**src/tkc_pkg.sv**
```systemverilog
// Function
// - Hop bit set ignores frequency field
// - Frequency field picks one of eight frequencies
// - Slot clock: reference oscillator or sys/4
// - Reference oscillator runs only when enabled
// - Count sense cycles over slot-clock-derived period
// - Slot overflow stops oscillators and counters
// - Single interrupt at slot overflow; the code also raises irq on count overflows whose mask bits are set
// - Start rising edge begins the measurement
// - Key enables choose touch or I/O
// - Overflow flag sticky until software clears
// - Start low clears counters, keeps slot timer
// - Key select routes one key to oscillator
// - Count clock is sys divided 1/2/4/8
package tkc_pkg;

  ////////////////////////////////////////////////////////////////////////////
  // Register indices on the plain register port
  localparam logic [3:0] ADDR_CTRL0  = 4'h0;
  localparam logic [3:0] ADDR_CTRL1  = 4'h1;
  localparam logic [3:0] ADDR_TMR    = 4'h2;
  localparam logic [3:0] ADDR_CTL    = 4'h3;
  localparam logic [3:0] ADDR_STAT   = 4'h4;
  localparam logic [3:0] ADDR_MASK   = 4'h5;
  localparam logic [3:0] ADDR_CF_LO  = 4'h6;
  localparam logic [3:0] ADDR_CF_HI  = 4'h7;
  localparam logic [3:0] ADDR_C16_LO = 4'h8;
  localparam logic [3:0] ADDR_C16_HI = 4'h9;

  ////////////////////////////////////////////////////////////////////////////
  // Field positions
  localparam int C0_KSEL_LSB  = 6;
  localparam int C0_HOP       = 3;
  localparam int C1_TSS       = 7;
  localparam int C1_REN       = 5;
  localparam int C1_KEN       = 4;
  localparam int CTL_SLOT_OV  = 6;
  localparam int CTL_START    = 5;
  localparam int CTL_CF_OV    = 4;
  localparam int CTL_C16_OV   = 3;
  localparam int ST_SLOT      = 0;
  localparam int ST_CF        = 1;
  localparam int ST_C16       = 2;

  ////////////////////////////////////////////////////////////////////////////
  // Reset values and timing
  localparam logic [7:0]  RST_BYTE  = 8'h00;
  localparam logic [15:0] CNT_MAX   = 16'hFFFF;
  localparam logic [15:0] CNT_ONE   = 16'h0001;
  localparam int          SYS_HZ    = 20_000_000;
  localparam int          SLOT_DIV  = 4;
  localparam logic [2:0]  DIV_LAST  = 3'(SLOT_DIV - 1);

  ////////////////////////////////////////////////////////////////////////////
  // Whole state of the touch block
  typedef struct packed {
    logic [7:0]  ctrl0;
    logic [7:0]  ctrl1;
    logic [7:0]  tmr;
    logic        start;
    logic [1:0]  csel;
    logic [2:0]  stat;
    logic [2:0]  mask;
    logic        running;
    logic [7:0]  slot_tmr;
    logic [4:0]  slot5;
    logic [15:0] cf;
    logic [15:0] c16;
    logic [2:0]  div;
    logic [2:0]  ksync;
    logic [2:0]  rsync;
    logic [2:0]  hop;
    logic [7:0]  rdata;
    logic        ref_run;
    logic        key_run;
    logic [2:0]  freq;
    logic [1:0]  route;
    logic [3:0]  pins;
    logic        irq;
  } tkc_state_s;

  localparam tkc_state_s ST_RESET = '0;

endpackage

```
**src/tkc_top.sv**
```systemverilog
// The strobed register port and the register offsets were decided locally.
module tkc_top #(
  parameter int NUM_KEYS = 4
) (
  // Clock and reset
  input  wire logic       sys_clk,
  input  wire logic       rst_n,
  // Register port
  input  wire logic [3:0] reg_addr,
  input  wire logic [7:0] reg_wdata,
  input  wire logic       reg_wr,
  input  wire logic       reg_rd,
  output logic      [7:0] reg_rdata,
  // Oscillator clocks from the analog front end
  input  wire logic       key_osc_clk,
  input  wire logic       ref_osc_clk,
  // Analog and pin control
  output logic            ref_osc_run,
  output logic            key_osc_run,
  output logic      [2:0] osc_freq_code,
  output logic      [1:0] key_route,
  output logic      [3:0] touch_pin_sel,
  // Interrupt
  output logic            irq
);

  ////////////////////////////////////////////////////////////////////////////
  // Elaboration check: the register layout serves four keys only
  generate
    if (NUM_KEYS != 4)
    begin : g_bad_keys
      $error("tkc_top supports exactly four keys");
    end
  endgenerate

  tkc_pkg::tkc_state_s r_reg;
  tkc_pkg::tkc_state_s r_next;

  logic       key_edge;
  logic       ref_edge;
  logic       sys4_tick;
  logic       slot_tick;
  logic       cnt_tick;
  logic       start_rise;
  logic       start_clear;
  logic       slot_last;
  logic       ctl_wr;

  // Write hit on one register index
  function automatic logic wr_hit(input logic [3:0] a);
    wr_hit = reg_wr && (reg_addr == a);
  endfunction

  // Count clock divider taps
  function automatic logic div_tick(input logic [1:0] sel,
                                    input logic [2:0] d);
    case (sel)
      2'b00:   div_tick = 1'b1;
      2'b01:   div_tick = d[0];
      2'b10:   div_tick = &d[1:0];
      default: div_tick = &d;
    endcase
  endfunction

  ////////////////////////////////////////////////////////////////////////////
  // Events seen by the state update
  // Edges read the second sync stage and its edge history flop, never the first
  assign key_edge    = r_reg.ksync[1] & ~r_reg.ksync[2];
  assign ref_edge    = r_reg.rsync[1] & ~r_reg.rsync[2];
  assign sys4_tick   = (r_reg.div[1:0] == tkc_pkg::DIV_LAST[1:0]);
  assign slot_tick   = r_reg.ctrl1[tkc_pkg::C1_TSS] ? sys4_tick
                                                    : ref_edge;
  assign cnt_tick    = div_tick(r_reg.csel, r_reg.div);
  // A continuous assign wakes on its operands only, so decode here in full
  assign ctl_wr      = reg_wr && (reg_addr == tkc_pkg::ADDR_CTL);
  assign start_rise  = ctl_wr && reg_wdata[tkc_pkg::CTL_START]
                       && !r_reg.start;
  assign start_clear = ctl_wr && !reg_wdata[tkc_pkg::CTL_START];
  assign slot_last   = r_reg.running && slot_tick
                       && (&r_reg.slot_tmr) && (&r_reg.slot5);

  ////////////////////////////////////////////////////////////////////////////
  // Next state
  always_comb
  begin
    logic [2:0] set_bits;
    logic [2:0] clr_bits;
    set_bits = 3'h0;
    clr_bits = 3'h0;
    r_next   = r_reg;

    // Two-stage synchronisers plus edge history
    r_next.ksync = {r_reg.ksync[1:0], key_osc_clk};
    r_next.rsync = {r_reg.rsync[1:0], ref_osc_clk};
    r_next.div   = r_reg.div + 3'h1;

    // Plain register writes
    if (wr_hit(tkc_pkg::ADDR_CTRL0))
      r_next.ctrl0 = reg_wdata;
    if (wr_hit(tkc_pkg::ADDR_CTRL1))
      r_next.ctrl1 = reg_wdata & 8'hBF;
    if (wr_hit(tkc_pkg::ADDR_TMR))
      r_next.tmr = reg_wdata;
    if (wr_hit(tkc_pkg::ADDR_MASK))
      r_next.mask = reg_wdata[2:0];
    if (wr_hit(tkc_pkg::ADDR_CTL))
    begin
      r_next.start = reg_wdata[tkc_pkg::CTL_START];
      r_next.csel  = reg_wdata[1:0];
    end

    // Measurement: slot timer chained into five-bit slot counter
    if (r_reg.running && slot_tick)
    begin
      if (&r_reg.slot_tmr)
      begin
        r_next.slot_tmr = r_reg.tmr;
        r_next.slot5    = r_reg.slot5 + 5'h01;
      end
      else
        r_next.slot_tmr = r_reg.slot_tmr + 8'h01;
    end

    // Overflow stops everything and raises the one request
    if (slot_last)
    begin
      r_next.running = 1'b0;
      set_bits[tkc_pkg::ST_SLOT] = 1'b1;
    end

    // Sense cycles counted while the window is open
    if (r_reg.running && r_reg.ctrl1[tkc_pkg::C1_KEN] && key_edge)
    begin
      r_next.cf = r_reg.cf + tkc_pkg::CNT_ONE;
      if (r_reg.cf == tkc_pkg::CNT_MAX)
        set_bits[tkc_pkg::ST_CF] = 1'b1;
    end

    // Free count on the divided system clock
    if (r_reg.running && cnt_tick)
    begin
      r_next.c16 = r_reg.c16 + tkc_pkg::CNT_ONE;
      if (r_reg.c16 == tkc_pkg::CNT_MAX)
        set_bits[tkc_pkg::ST_C16] = 1'b1;
    end

    // Start edge restarts the window; counts are held until then unless start is written low
    if (start_rise)
    begin
      r_next.running  = 1'b1;
      r_next.slot_tmr = r_reg.tmr;
      r_next.slot5    = 5'h00;
      r_next.cf       = 16'h0000;
      r_next.c16      = 16'h0000;
      if (r_reg.ctrl0[tkc_pkg::C0_HOP])
        r_next.hop = r_reg.hop + 3'h1;
    end

    // Start written low wins over any count in the same cycle
    if (start_clear)
    begin
      r_next.running  = 1'b0;
      r_next.slot_tmr = r_reg.slot_tmr;
      r_next.cf      = 16'h0000;
      r_next.c16     = 16'h0000;
      r_next.slot5   = 5'h00;
    end

    // Write one to clear; a set in the same cycle wins
    if (wr_hit(tkc_pkg::ADDR_STAT))
      clr_bits = reg_wdata[2:0];
    r_next.stat = (r_reg.stat & ~clr_bits) | set_bits;

    // Registered outputs
    r_next.ref_run = r_next.running
                     && r_next.ctrl1[tkc_pkg::C1_REN];
    r_next.key_run = r_next.running
                     && r_next.ctrl1[tkc_pkg::C1_KEN]
                     && r_next.ctrl1[r_next.ctrl0[7:6]];
    r_next.freq    = r_next.ctrl0[tkc_pkg::C0_HOP] ? r_next.hop
                                                   : r_next.ctrl0[2:0];
    r_next.route   = r_next.ctrl0[tkc_pkg::C0_KSEL_LSB +: 2];
    r_next.pins    = r_next.ctrl1[3:0];
    r_next.irq     = |(r_next.stat & r_next.mask);

    // Read data one cycle after the strobe; unmapped reads zero
    r_next.rdata = tkc_pkg::RST_BYTE;
    if (reg_rd)
    begin
      case (reg_addr)
        tkc_pkg::ADDR_CTRL0:  r_next.rdata = r_reg.ctrl0;
        tkc_pkg::ADDR_CTRL1:  r_next.rdata = r_reg.ctrl1;
        tkc_pkg::ADDR_TMR:    r_next.rdata = r_reg.tmr;
        tkc_pkg::ADDR_CTL:    r_next.rdata = {1'b0,
                                r_reg.stat[tkc_pkg::ST_SLOT], r_reg.start,
                                r_reg.stat[tkc_pkg::ST_CF],
                                r_reg.stat[tkc_pkg::ST_C16], 1'b0,
                                r_reg.csel};
        tkc_pkg::ADDR_STAT:   r_next.rdata = {5'h00, r_reg.stat};
        tkc_pkg::ADDR_MASK:   r_next.rdata = {5'h00, r_reg.mask};
        tkc_pkg::ADDR_CF_LO:  r_next.rdata = r_reg.cf[7:0];
        tkc_pkg::ADDR_CF_HI:  r_next.rdata = r_reg.cf[15:8];
        tkc_pkg::ADDR_C16_LO: r_next.rdata = r_reg.c16[7:0];
        tkc_pkg::ADDR_C16_HI: r_next.rdata = r_reg.c16[15:8];
        default:              r_next.rdata = tkc_pkg::RST_BYTE;
      endcase
    end
  end

  ////////////////////////////////////////////////////////////////////////////
  // State register
  always_ff @(posedge sys_clk)
  begin
    if (!rst_n)
      r_reg <= tkc_pkg::ST_RESET;
    else
      r_reg <= r_next;
  end

  // Outputs come straight from state flops
  assign reg_rdata     = r_reg.rdata;
  assign ref_osc_run   = r_reg.ref_run;
  assign key_osc_run   = r_reg.key_run;
  assign osc_freq_code = r_reg.freq;
  assign key_route     = r_reg.route;
  assign touch_pin_sel = r_reg.pins;
  assign irq           = r_reg.irq;
endmodule

```
**config.mk**
```make
export PLATFORM = sky130hd
export DESIGN_NAME = tkc_top
export DESIGN_NICKNAME = d
export VERILOG_FILES = /design/src/tkc_pkg.sv /design/src/tkc_top.sv
export SDC_FILE = /design/constraint.sdc
export NUM_CORES = 1
export LEC_CHECK = 0
export BUFFER_PORTS_ARGS = -buffer_cell sky130_fd_sc_hd__buf_4
export CAP_MARGIN = 25
export CELL_PAD_IN_SITES_DETAIL_PLACEMENT = 1
export CELL_PAD_IN_SITES_GLOBAL_PLACEMENT = 1
export CORE_MARGIN = 2
export CORE_UTILIZATION = 50
export DETAILED_ROUTE_END_ITERATION = 8
export PLACE_DENSITY_LB_ADDON = 0.08
export REMOVE_ABC_BUFFERS = 1
export SLEW_MARGIN = 20
export SYNTH_ARGS = -nofsm -noshare
export SYNTH_HDL_FRONTEND = slang
export SYNTH_SLANG_ARGS = --single-unit
```
**constraint.sdc**
```tcl
create_clock -name sys_clk -period 5.5 [get_ports sys_clk]
set_clock_uncertainty 0.2 [all_clocks]
set_input_delay 1.1 -clock sys_clk [delete_from_list [all_inputs] [get_ports sys_clk]]
set_output_delay 1.1 -clock sys_clk [all_outputs]
set_load 0.01 [all_outputs]
```
---- After elaboration in Yosys (flattened, before gate mapping) ----
Index checks and enable logic that the tools add are counted.
storage, ports and cells
  bits in registers ....................... 110
  input bits .............................. 18
  output and inout port bits .............. 20
  word-level logic and storage cells ...... 113
operators by class
  add/sub/neg operators ................... 6
  order comparisons ....................... 1
  equal/unequal tests ..................... 14
  multiplexer cells ....................... 25
  bitwise logic cells ..................... 10
  reduce and logical (&&, ||, !) cells .... 32
operators with widths
  operator                 count
  $mux W46                 2
  $pmux W8 S10             1
  $add A16 B1 Y16 const B  2
  $eq A16 B16 Y1 const B   2
  $mux W16                 2
  $logic_and A1 B1 Y1      18
  $eq A4 B3 Y1 const B     4
  $mux W8                  2
  $mux W3                  5
  $mux W13                 1
  $reduce_and A9 Y1        1
  $add A8 B1 Y8 const B    1
  $eq A4 B2 Y1 const B     2
  $eq A4 B4 Y1 const B     2
  $mux W1                  8
  $reduce_and A8 Y1        1
  $add A3 B1 Y3 const B    2
  $and A3 B3 Y3            2
  $mux W6                  1
  $reduce_and A2 Y1        3
  $reduce_or A3 Y1         2
  $add A5 B1 Y5 const B    1
  $mux W5                  1
  $reduce_and A5 Y1        1
  other kinds (15)         21

---- Logic depth before layout (Yosys ltp) ----
Gate-level depths: netlist (run 1).
  word-level depth ........................ 11
  mapped depth ............................ 8
  mapped depth without buffers ............ 7

---- Worst setup path after synthesis (run 1) ----
No wires, ideal clock.
  path type ............................... input to register
  start point ............................. in reg_addr[1]
  end point ............................... reg r_reg (netlist bit key_osc_run)
  library setup time ...................... 0.075 ns
  arrival ................................. 2.601 ns
  data required time ...................... 5.225 ns
  path slack .............................. 2.624 ns
  stages on the path ...................... 6
  path buffers ............................ 1
  path through ............................ buf_6 -> nor3b_4 -> nand2_4 -> mux2_4 -> mux4_2 -> o22ai_1
on the way
  longest elaborated chain between the ends .. 8
  elaborated cells on any way between the ends .. 17
  classes of those cells .................. 2 x eq/ne; 6 x mux; 9 x reduce/logical
RTL lines
  element                  line            RTL
  start: declaration       tkc_top.sv:9    input wire logic [3:0] reg_addr,
  $eq A4 B2 Y1             tkc_top.sv:75   assign ctl_wr = reg_wr && (reg_addr == tkc_pkg::ADDR_CTL);
  $logic_and A1 B1 Y1      tkc_top.sv:75
  $logic_and A1 B1 Y1      tkc_top.sv:76   assign start_rise = ctl_wr && reg_wdata[tkc_pkg::CTL_START]
  $logic_and A1 B1 Y1      tkc_top.sv:77   && !r_reg.start;
  $mux W46                 tkc_top.sv:148  if (start_rise)
  $mux W46                 tkc_top.sv:160  if (start_clear)
  $logic_and A1 B1 Y1      tkc_top.sv:178  && r_next.ctrl1[tkc_pkg::C1_KEN]
  $logic_and A1 B1 Y1 (*)  tkc_top.sv:179  && r_next.ctrl1[r_next.ctrl0[7:6]];
  end signal: assignment   tkc_top.sv:215  r_reg <= tkc_pkg::ST_RESET;
  end signal: assignment   tkc_top.sv:217  r_reg <= r_next;
  end: declaration         tkc_top.sv:36   tkc_pkg::tkc_state_s r_reg;
Mark *: on every way between the ends. The rest lies on a longest branch, timed or not. The select of a mux whose other input is x is not followed.
A chain may end at the register's enable or synchronous reset.

---- Worst setup path after layout (run 1) ----
  start point ............................. in reg_addr[0]
  end point ............................... reg r_reg (netlist bit key_osc_run)
Same word-level chain as after synthesis.

==> results.ini, run 1 <==
[placed_design]
place_inst=712
place_area_um2=5350
dp_hpwl_mm=10.3
dp_slack_ns=1.93
numPortBuffers=37
globalplace.congestion=0.907

[floorplan]
initial_utilization_pct=50.6
design.core.area_um2=10200
io-pin-count=38
die_w_um=106
dieArea_um2=11100
die_h_um=106
fp-row-count=37

[yosys]
yosysWarnings=0
async_flop_share_pct=0
synth_ff_type=dfxtp_1
syn_area_um2=5150
ys_types=60
synth.ff_latch_count=104
syn_area_per_cell_um2=8.78
synthCells=587
synth_edf_count=0
seq_area_frac_synth_pct=40.4

[global_route]
grtUsageTotal_pct=26.8
antenna_found_initial=0
grt_pass1_vias=4429
grt_pass1_wl_mm=23.1
gr-total-overflow=0
grt_max_degree=38

[clock_network]
clk_path_buf_depth=2
holdBufCountCts=0
cts_max_level=3
clock-sinks=104
cts_resized=0
cts_buffers=9
clkLatencyLatePin_ns=0.40
cts_tree=yes
clk_pin_slew_worst_paths_ns=0.10
cts_root_buf=clkbuf_8
post_cts_buffers=0

[power_and_ir_drop]
swShare_pct=24.2
p_comb_share_pct=5.9
finalPower_mw=1.40
p_sw_mw=0.339
ir_worst_vdd_uv=208
leakage_nw=2.17
p_per_area_nw_per_um2=251
power.share.sequential_pct=54.9
intPower_mw=1.06
clock_power_share_pct=39.2

[critical_path]
arrival_ns=3.30
rr_startpoint=r_reg[102]$_SDFFE_PN0P_
crit_type=in2reg
reg2reg_depth=5
r2r-end=r_reg[69]$_SDFFE_PN0P_
worstSetupEndpointType=flip-flop
path_max_fanout=32
cp-start-kind=input pin
cp_data_required_time_ns=5.62
reg2reg_slack_ns=2.95

[sta]
period_needed_ns=3.18
fmaxAchievable_ghz=0.314
tns_ns=0
setup_slack_ns=2.32
tightestPinTransition_ns=1.04
relSlewSlack_pct=30.8
rsz0062_at_grt=false
drv_slew=0
hold_viol=0
finalSetupViolCount=0
period_share_pct=57.8
whs_ns=0.254

[outcome]
status=finished, final reports clean

[layout]
antennaDiodeCount=0
drive_gt1_share_pct=12.8
area_growth_pct=8.25
fin_util_pct=54.8
stdcell_area_um2=5580
layout.cells.non_filler=728
nets=614
largest_reg_flops=86

[routing]
dr.pass1.iters=4
post_drt_wl_per_cell_um=19.7
drt_wl_total_mm=14.4
antenna_left=0
drcViolationCount=0
drtIter0Drc=292
via_count=4297
vias_per_cell=5.90

[min_path]
whs_path_depth=1
hold_path_end=r_next[25]$_SDFF_PN0_
hold_start=r_next[24]$_SDFF_PN0_
min_path_type=reg2reg

[job]
max_cap_viol_count=0

[layer usage]
layer | track usage (%) | vias up | part of all wire [%]
met2 | 43.3 | 87 | 48
met4 | 10.7 | 0 | 3.4
li1 | - | 2057 | -
met5 | 0 | - | 0
met1 | 34.5 | 2121 | 44
met3 | 6.25 | 32 | 4.5
[critical path, cell delays in order]
cell and delay [ns]:
buf_4 0.23, nor2_1 0.77, nand2_4 0.19, mux2_4 0.38, mux4_2 0.43, o22ai_1 0.18
[Yosys cell counts (5+ instances only)]
| cell type | n | area, um^2 |
|---|---|---|
| dfxtp_1 | 104 | 2080 |
| nor2_1 | 91 | 342 |
| nand2_1 | 33 | 124 |
| nand3_1 | 30 | 150 |
| a21oi_1 | 27 | 135 |
| xor2_1 | 25 | 219 |
| clkbuf_1 | 23 | 86.3 |
| mux2i_1 | 21 | 210 |
| and2_1 | 18 | 113 |
| buf_4 | 17 | 128 |
| inv_1 | 16 | 60.1 |
| o21ai_0 | 16 | 80.1 |
| and3_1 | 13 | 81.3 |
| nand4_1 | 11 | 68.8 |
| xnor2_1 | 10 | 87.6 |
| a31oi_1 | 9 | 56.3 |
| ha_1 | 9 | 113 |
| and4_1 | 7 | 61.3 |
| mux2_2 | 7 | 78.8 |
| a32oi_1 | 6 | 52.6 |
| nor4_1 | 6 | 37.5 |
| a22oi_1 | 5 | 37.5 |
| buf_1 | 5 | 18.8 |
| mux4_2 | 5 | 113 |
| nand3b_1 | 5 | 37.5 |
| nor2b_1 | 5 | 31.3 |
| nor3_1 | 5 | 25.0 |
[cell families (layout without fill, tap and decap cells)]
kind of cell | count (synthesis) | in the layout | share of synthesized area [%]
AOI/OAI and AO/OA | 95 | 95 | 12.4
xor gates and xnor gates | 35 | 35 | 5.95
adders and majority gates | 9 | 9 | 2.19
buffers and inverters | 67 | 72 | 6.51
DFF | 104 | 104 | 40.4
muxes | 35 | 35 | 8.59
and+or+nand+nor | 242 | 242 | 23.9
[layout by cell type, fill, tap and decap left out, drive strengths merged, types with 3 or more instances in the layout]
| cell type | synthesis | layout |
|---|---|---|
| clkbuf | 23 | 10 |
| a2bb2oi | 3 | 3 |
| a32oi | 6 | 6 |
| inv | 16 | 17 |
| xnor2 | 10 | 10 |
| and4b | 3 | 3 |
| or3 | 3 | 3 |
| nand3b | 5 | 5 |
| nor4 | 6 | 6 |
| o21ai | 17 | 17 |
| nor3b | 5 | 5 |
| and2 | 19 | 19 |
| ha | 9 | 9 |
| and4 | 7 | 7 |
| nor4b | 4 | 4 |
| mux4 | 6 | 6 |
| mux2i | 21 | 21 |
| nand3 | 30 | 30 |
| mux2 | 8 | 8 |
| dfxtp | 104 | 104 |
| clkinv | 0 | 3 |
| a22oi | 5 | 5 |
| nand4 | 11 | 11 |
| a21oi | 27 | 27 |
| a221oi | 3 | 3 |
| nor2 | 91 | 91 |
| xor2 | 25 | 25 |
| a311oi | 3 | 3 |
| nor2b | 5 | 5 |
| a31oi | 9 | 9 |
| buf | 28 | 40 |
| nand2 | 34 | 34 |
| nor3 | 5 | 5 |
| and3 | 13 | 13 |
[worst max path at each step]
| stage | from | end | depth (start not counted) |
|---|---|---|---|
| floorplan | reg_addr[0] | r_reg[32]$_SDFFE_PP0P_ | 4 |
| global placement | reg_addr[0] | r_reg[41]$_SDFFE_PP0P_ | 6 |
| detailed placement | reg_addr[0] | r_reg[60]$_SDFFE_PP0P_ | 6 |
| CTS | reg_addr[0] | r_reg[60]$_SDFFE_PP0P_ | 6 |
| global route | reg_addr[0] | r_reg[57]$_SDFFE_PP0P_ | 6 |
| finish | reg_addr[0] | key_osc_run$_SDFF_PN0_ | 6 |
[power groups by stage]
stage          Sequential, mW  Combinational (mW)  Clock [mW]
6_report                0.767              0.0830       0.548
3_5_place_dp            0.785              0.0828           0
5_1_grt                 0.768              0.0911       0.587
3_3_place_gp            0.784              0.0808           0
2_1_floorplan           0.782              0.0386           0
4_1_cts                 0.767              0.0830       0.563
[final cells by class]
class / instances / area (um^2)
clock inverters: 6 / 91.3
inverters: 16 / 60.1
clock buffers: 10 / 138
fillers: 1223 / 4610
flip-flops and latches: 104 / 2080
multi-input cells: 416 / 2740
repair buffers: 40 / 298
well taps: 136 / 170
(Power assumes the default switching activity.)
==> run 2, diff against run 1 <==
- CORE_UTILIZATION: 50 -> 42
- clock period: 5.5 -> 2.9 ns (I/O delays scaled with it)
==> run 2 against run 1 <==
  * Count of clock-buffer cells in the layout rose by 3
  * Flip-flop and latch count did not move
  * Final cell count rose by 3.3%
  * Largest power group unchanged
  * Sequential power rose by 90%
  * Critical endpoint unchanged
  * Highest routed layer unchanged
  * Routed wire length rose by 3.1%
==> results.ini, run 2 (synthesis gave the netlist of run 1 again) <==
[clock_network]
cts_root_buf=clkbuf_16
cts_tree=yes
clock-sinks=104  ; unchanged
cts_resized=0  ; unchanged
cts_buffers=9  ; unchanged
post_cts_buffers=0  ; unchanged
clk_pin_slew_worst_paths_ns=0.07  ; -0.03 ns
clkLatencyLatePin_ns=0.35  ; -0.05 ns
holdBufCountCts=0  ; unchanged
clk_path_buf_depth=2  ; unchanged
cts_max_level=3  ; unchanged

[layout]
drive_gt1_share_pct=14.4  ; +1.5 points
final_common_cell=dfxtp_1
area_growth_pct=11.5
antennaDiodeCount=0  ; unchanged
largest_reg_flops=86  ; unchanged
final_cell_mix=104 x dfxtp_1, 91 x nor2_1, 54 x buf_4
nets=628  ; +2.3%
fillers=1407  ; +15%

[routing]
via_count=4271  ; -0.61%
antenna_left=0  ; unchanged
drt_wl_total_mm=14.8  ; +3.1%
dr.pass1.iters=4  ; unchanged
drtIter0Drc=325  ; +11%
vias_per_cell=5.68  ; -3.8%
post_drt_wl_per_cell_um=19.7  ; -0.23%
drcViolationCount=0  ; unchanged

[min_path]
hold_path_end=r_next[25]$_SDFF_PN0_
whs_path_depth=1  ; unchanged
hold_start=r_next[24]$_SDFF_PN0_
min_path_type=reg2reg

[sta]
rsz0062_at_grt=false
hold_viol=0  ; unchanged
tns_ns=0  ; unchanged
relSlewSlack_pct=45.2  ; +14 points
period_share_pct=89.0
fmaxAchievable_ghz=0.388
period_needed_ns=2.58
finalSetupViolCount=0  ; unchanged
drv_slew=0  ; unchanged
whs_ns=0.234  ; -0.0198 ns
tightestPinTransition_ns=0.816  ; -0.221 ns

[critical_path]
crit_chain=ha_1 > and4_1 > o2111a_1 > a311oi_1 > nand3b_1 > o22ai_1
rr_startpoint=r_reg[69]$_SDFFE_PN0P_
cp_data_required_time_ns=2.97  ; -2.65 ns
cp_num_buf_inv=0  ; -1
cp-start-kind=flip-flop
critical_path.top_delay_family=compound AO/OA/AOI/OAI gates
slowest_stage=a311oi_1
worstSetupEndpointType=flip-flop
startpoint=r_reg[69]$_SDFFE_PN0P_
path_max_fanout=8  ; -75%
r2r-end=key_osc_run$_SDFF_PN0_
reg2reg_slack_ns=0.32  ; -2.63 ns
arrival_ns=2.65  ; -0.65 ns
reg2reg_depth=6  ; +1
max_stage_delay_ns=0.76  ; about the same
crit_type=reg2reg

[global_route]
grt_pass1_wl_mm=23.7  ; +2.6%
grtUsageTotal_pct=23.6  ; -3.1 points
grt_pass1_vias=4355  ; -1.7%
grt_max_degree=38  ; unchanged
antenna_found_initial=0  ; unchanged
gr-total-overflow=0  ; unchanged

[floorplan]
initial_utilization_pct=42.9  ; -7.7 points
fp-row-count=40  ; +8.1%
die_w_um=115  ; +8.8%
io-pin-count=38  ; unchanged
dieArea_um2=13200  ; +18%
die_h_um=115  ; +8.8%
design.core.area_um2=12000  ; +18%

[power_and_ir_drop]
ir_worst_vdd_uv=344  ; +65%
p_per_area_nw_per_um2=484  ; +93%
leakage_nw=2.25  ; +3.8%

[job]
max_cap_viol_count=0  ; unchanged

[outcome]
status=finished, final reports clean

[placed_design]
globalplace.congestion=0.853  ; -6.0%
dp_hpwl_mm=11.0  ; +6.5%
numPortBuffers=37  ; unchanged

-- run 2: changes by cell type in the layout (fill, tap and decap cells not counted), sizes merged --
cell      change
buf          +14
clkbuf        +3
clkinv        -3
bufinv        -2
clkinvlp      +2
inv           -1
-- run 2: where the power goes --
group | total (mW) | switching, mW | internal [mW]
Sequential | 1.46 | 0.0129 | 1.44
Combinational | 0.170 | 0.108 | 0.0618
Clock | 1.16 | 0.530 | 0.626
-- run 2: stage by stage --
step	setup slack (ns)	cells	total power, mW	instance area [um^2]	utilization (%)
finish	0.320	752	2.78	5750	47.8
global route	0.104	752	2.88	5750	47.8
CTS	0.316	752	2.81	5750	47.8
detailed placement	0.243	737	1.66	5470	45.6
global placement	0.369	737	1.65	5470	45.6
floorplan	-0.138	536	1.56	4880	-
-- run 2: how the worst max path moves through the flow --
stage	endpoint	slack, ns	cells after the start
after global routing	key_osc_run$_SDFF_PN0_	0.10	6
after CTS	key_osc_run$_SDFF_PN0_	0.32	6
after global placement	key_osc_run$_SDFF_PN0_	0.37	6
final	key_osc_run$_SDFF_PN0_	0.32	6
after detailed placement	key_osc_run$_SDFF_PN0_	0.24	6
after floorplan	r_reg[32]$_SDFFE_PP0P_	-0.14	4
-- run 2: worst reg2reg max path, stage by stage, from the launching register on --
cell and delay (ns):
dfxtp_1 0.34, ha_1 0.26, and4_1 0.27, o2111a_1 0.30
a311oi_1 0.76, nand3b_1 0.16, o22ai_1 0.21
-- run 2: cell type report --
class | count | area [um^2] | area share (%)
repair buffers | 54 | 405 | 7.05
inverters | 16 | 60.1 | 1.05
well taps | 147 | 184 | 3.20
multi-input cells | 416 | 2740 | 47.7
clock buffers | 13 | 260 | 4.53
clock inverters | 2 | 15.0 | 0.261
flip-flops and latches | 104 | 2080 | 36.2
-- run 2: routing by layer --
layer	part of all wire, %	up-vias	wire, um	GRT usage, %
met5	0	-	0	0
met4	1.5	0	226	6.35
met3	3.7	17	550	5.27
met2	48	70	7140	39.1
met1	46	2096	6880	31.4
li1	-	2088	-	-
==> run 3, diff against run 2 <==
- CORE_UTILIZATION: 42 -> 50
- clock period: 2.9 -> 3.16 ns (I/O delays scaled with it)
==> run 3 against run 2 <==
  * Routed wire length decreased by 2.6%
  * Flip-flop and latch count unchanged
  * Hold slack improved by 0.0065 ns
  * Total power decreased by 20%
  * Count of clock-buffer cells in the layout unchanged
  * Fmax increased by 4.9%
  * Highest routed layer unchanged
  * Sequential share of layout area increased by 1.2 points
  * Non-clock buffer count decreased by 7
  * Critical path type unchanged
==> results.ini, run 3 (synthesis gave the netlist of run 1 again) <==
[min_path]
whs_path_depth=1  ; unchanged
min_path_type=reg2reg
hold_start=r_next[27]$_SDFF_PN0_
hold_path_end=r_next[28]$_SDFF_PN0_

[sta]
period_share_pct=77.8  ; -11 points
period_needed_ns=2.46  ; -0.121 ns
tightestPinTransition_ns=0.725  ; -0.0906 ns
setup_slack_ns=0.701  ; +0.381 ns
drv_slew=0  ; unchanged
tns_ns=0  ; unchanged
finalSetupViolCount=0  ; unchanged
fmaxAchievable_ghz=0.407  ; +4.9%
rsz0062_at_grt=false
hold_viol=0  ; unchanged
relSlewSlack_pct=51.6  ; +6.4 points

[critical_path]
cp_data_required_time_ns=3.28  ; +0.31 ns
worstSetupEndpointType=flip-flop
reg2reg_depth=6  ; unchanged
arrival_ns=2.58  ; -0.07 ns
r2r-end=key_osc_run$_SDFF_PN0_
startpoint=r_reg[69]$_SDFFE_PN0P_
cp-start-kind=flip-flop
reg2reg_slack_ns=0.70  ; +0.38 ns
crit_type=reg2reg
rr_startpoint=r_reg[69]$_SDFFE_PN0P_
path_max_fanout=8  ; unchanged

[power_and_ir_drop]
leakage_nw=2.17  ; -3.8%
ir_worst_vdd_uv=273  ; -21%
p_per_area_nw_per_um2=400  ; -17%

[clock_network]
cts_tree=yes
cts_root_buf=clkbuf_8
cts_buffers=9  ; unchanged
clock-sinks=104  ; unchanged
cts_max_level=3  ; unchanged
clk_path_buf_depth=2  ; unchanged
clk_pin_slew_worst_paths_ns=0.10  ; +0.03 ns
post_cts_buffers=0  ; unchanged
clkLatencyLatePin_ns=0.39  ; +0.04 ns
holdBufCountCts=0  ; unchanged
cts_resized=0  ; unchanged

[floorplan]
design.core.area_um2=10200  ; -15%
die_w_um=106  ; -8.1%
die_h_um=106  ; -8.1%
dieArea_um2=11100  ; -15%
io-pin-count=38  ; unchanged
fp-row-count=37  ; -7.5%
initial_utilization_pct=50.6  ; +7.7 points

[global_route]
use_met3_pct=4.95  ; -0.32 points
antenna_found_initial=0  ; unchanged
met2_usage_pct=44.2  ; +5.2 points
top_usage_layer=met2
grt_max_degree=38  ; unchanged
grtUsageTotal_pct=27.1  ; +3.5 points
gr-total-overflow=0  ; unchanged
grt_pass1_vias=4419  ; +1.5%
grt_pass1_wl_mm=23.4  ; -1.5%
met1_usage_pct=34.9  ; +3.5 points

[outcome]
status=finished, final reports clean

[placed_design]
numPortBuffers=37  ; unchanged
dp_slack_ns=0.455  ; +0.213 ns
globalplace.congestion=0.905  ; +6.1%
place_area_um2=5410  ; -1.2%
dp_hpwl_mm=10.6  ; -3.5%

[routing]
post_drt_wl_per_cell_um=19.7  ; about the same
drcViolationCount=0  ; unchanged
vias_per_cell=5.86  ; +3.1%
drt_wl_total_mm=14.4  ; -2.6%
dr.pass1.iters=4  ; unchanged
via_count=4293  ; +0.52%
drtIter0Drc=213  ; -34%
antenna_left=0  ; unchanged

[layout]
final_common_cell=dfxtp_1
largest_reg_flops=86  ; unchanged
antennaDiodeCount=0  ; unchanged
final_cell_mix=104 x dfxtp_1, 91 x nor2_1, 47 x buf_4
stdcell_area_um2=5560  ; -3.3%
drive_gt1_share_pct=13.1  ; -1.3 points
nets=621  ; -1.1%
area_growth_pct=7.87

[job]
max_cap_viol_count=0  ; unchanged

## run 3: layout make-up
cell class | count | area [um^2]
Fill cell | 1215 | 4630
Tap cell | 136 | 170
Multi-Input combinational cell | 416 | 2740
Timing Repair Buffer | 47 | 353
Clock inverter | 1 | 5.00
Inverter | 16 | 60.1
Sequential cell | 104 | 2080
Clock buffer | 13 | 149
## run 3: worst max path at each step
stage | to | slack (ns) | cells past startpoint
final | key_osc_run$_SDFF_PN0_ | 0.70 | 6
after global routing | key_osc_run$_SDFF_PN0_ | 0.58 | 6
after CTS | key_osc_run$_SDFF_PN0_ | 0.71 | 6
after detailed placement | key_osc_run$_SDFF_PN0_ | 0.46 | 6
after global placement | key_osc_run$_SDFF_PN0_ | 0.46 | 6
after floorplan | r_reg[32]$_SDFFE_PP0P_ | 0.07 | 4
## run 3: where the power goes
part | switching, mW | internal (mW) | leakage (nW)
Combinational | 0.0986 | 0.0530 | 1.25
Sequential | 0.0118 | 1.32 | 0.840
Clock | 0.438 | 0.300 | 0.0794
Total | 0.549 | 1.68 | 2.17
## run 3: stage by stage
stage / power [mW] / std cells / hold WS [ns] / utilization (%)
2_1_floorplan: 1.43 / 536 / 0.212 / -
3_3_place_gp: 1.51 / 719 / 0.213 / 53.1
3_5_place_dp: 1.52 / 719 / 0.226 / 53.1
4_1_cts: 2.24 / 733 / 0.239 / 54.6
5_1_grt: 2.31 / 733 / 0.256 / 54.6
6_report: 2.22 / 733 / 0.241 / 54.6
## run 3: routing by layer
| layer | vias to the layer above | routed length, um |
|---|---|---|
| li1 | 2059 | - |
| met1 | 2103 | 6310 |
| met2 | 101 | 6920 |
| met3 | 30 | 759 |
| met4 | 0 | 422 |
| met5 | - | 0 |
## run 3: critical path: stages, from the launching register on
cell and delay [ns]:
dfxtp_1 0.35, ha_1 0.26, and4_1 0.27, o2111a_1 0.30, a311oi_1 0.67, nand3b_1 0.17, o22ai_1 0.18
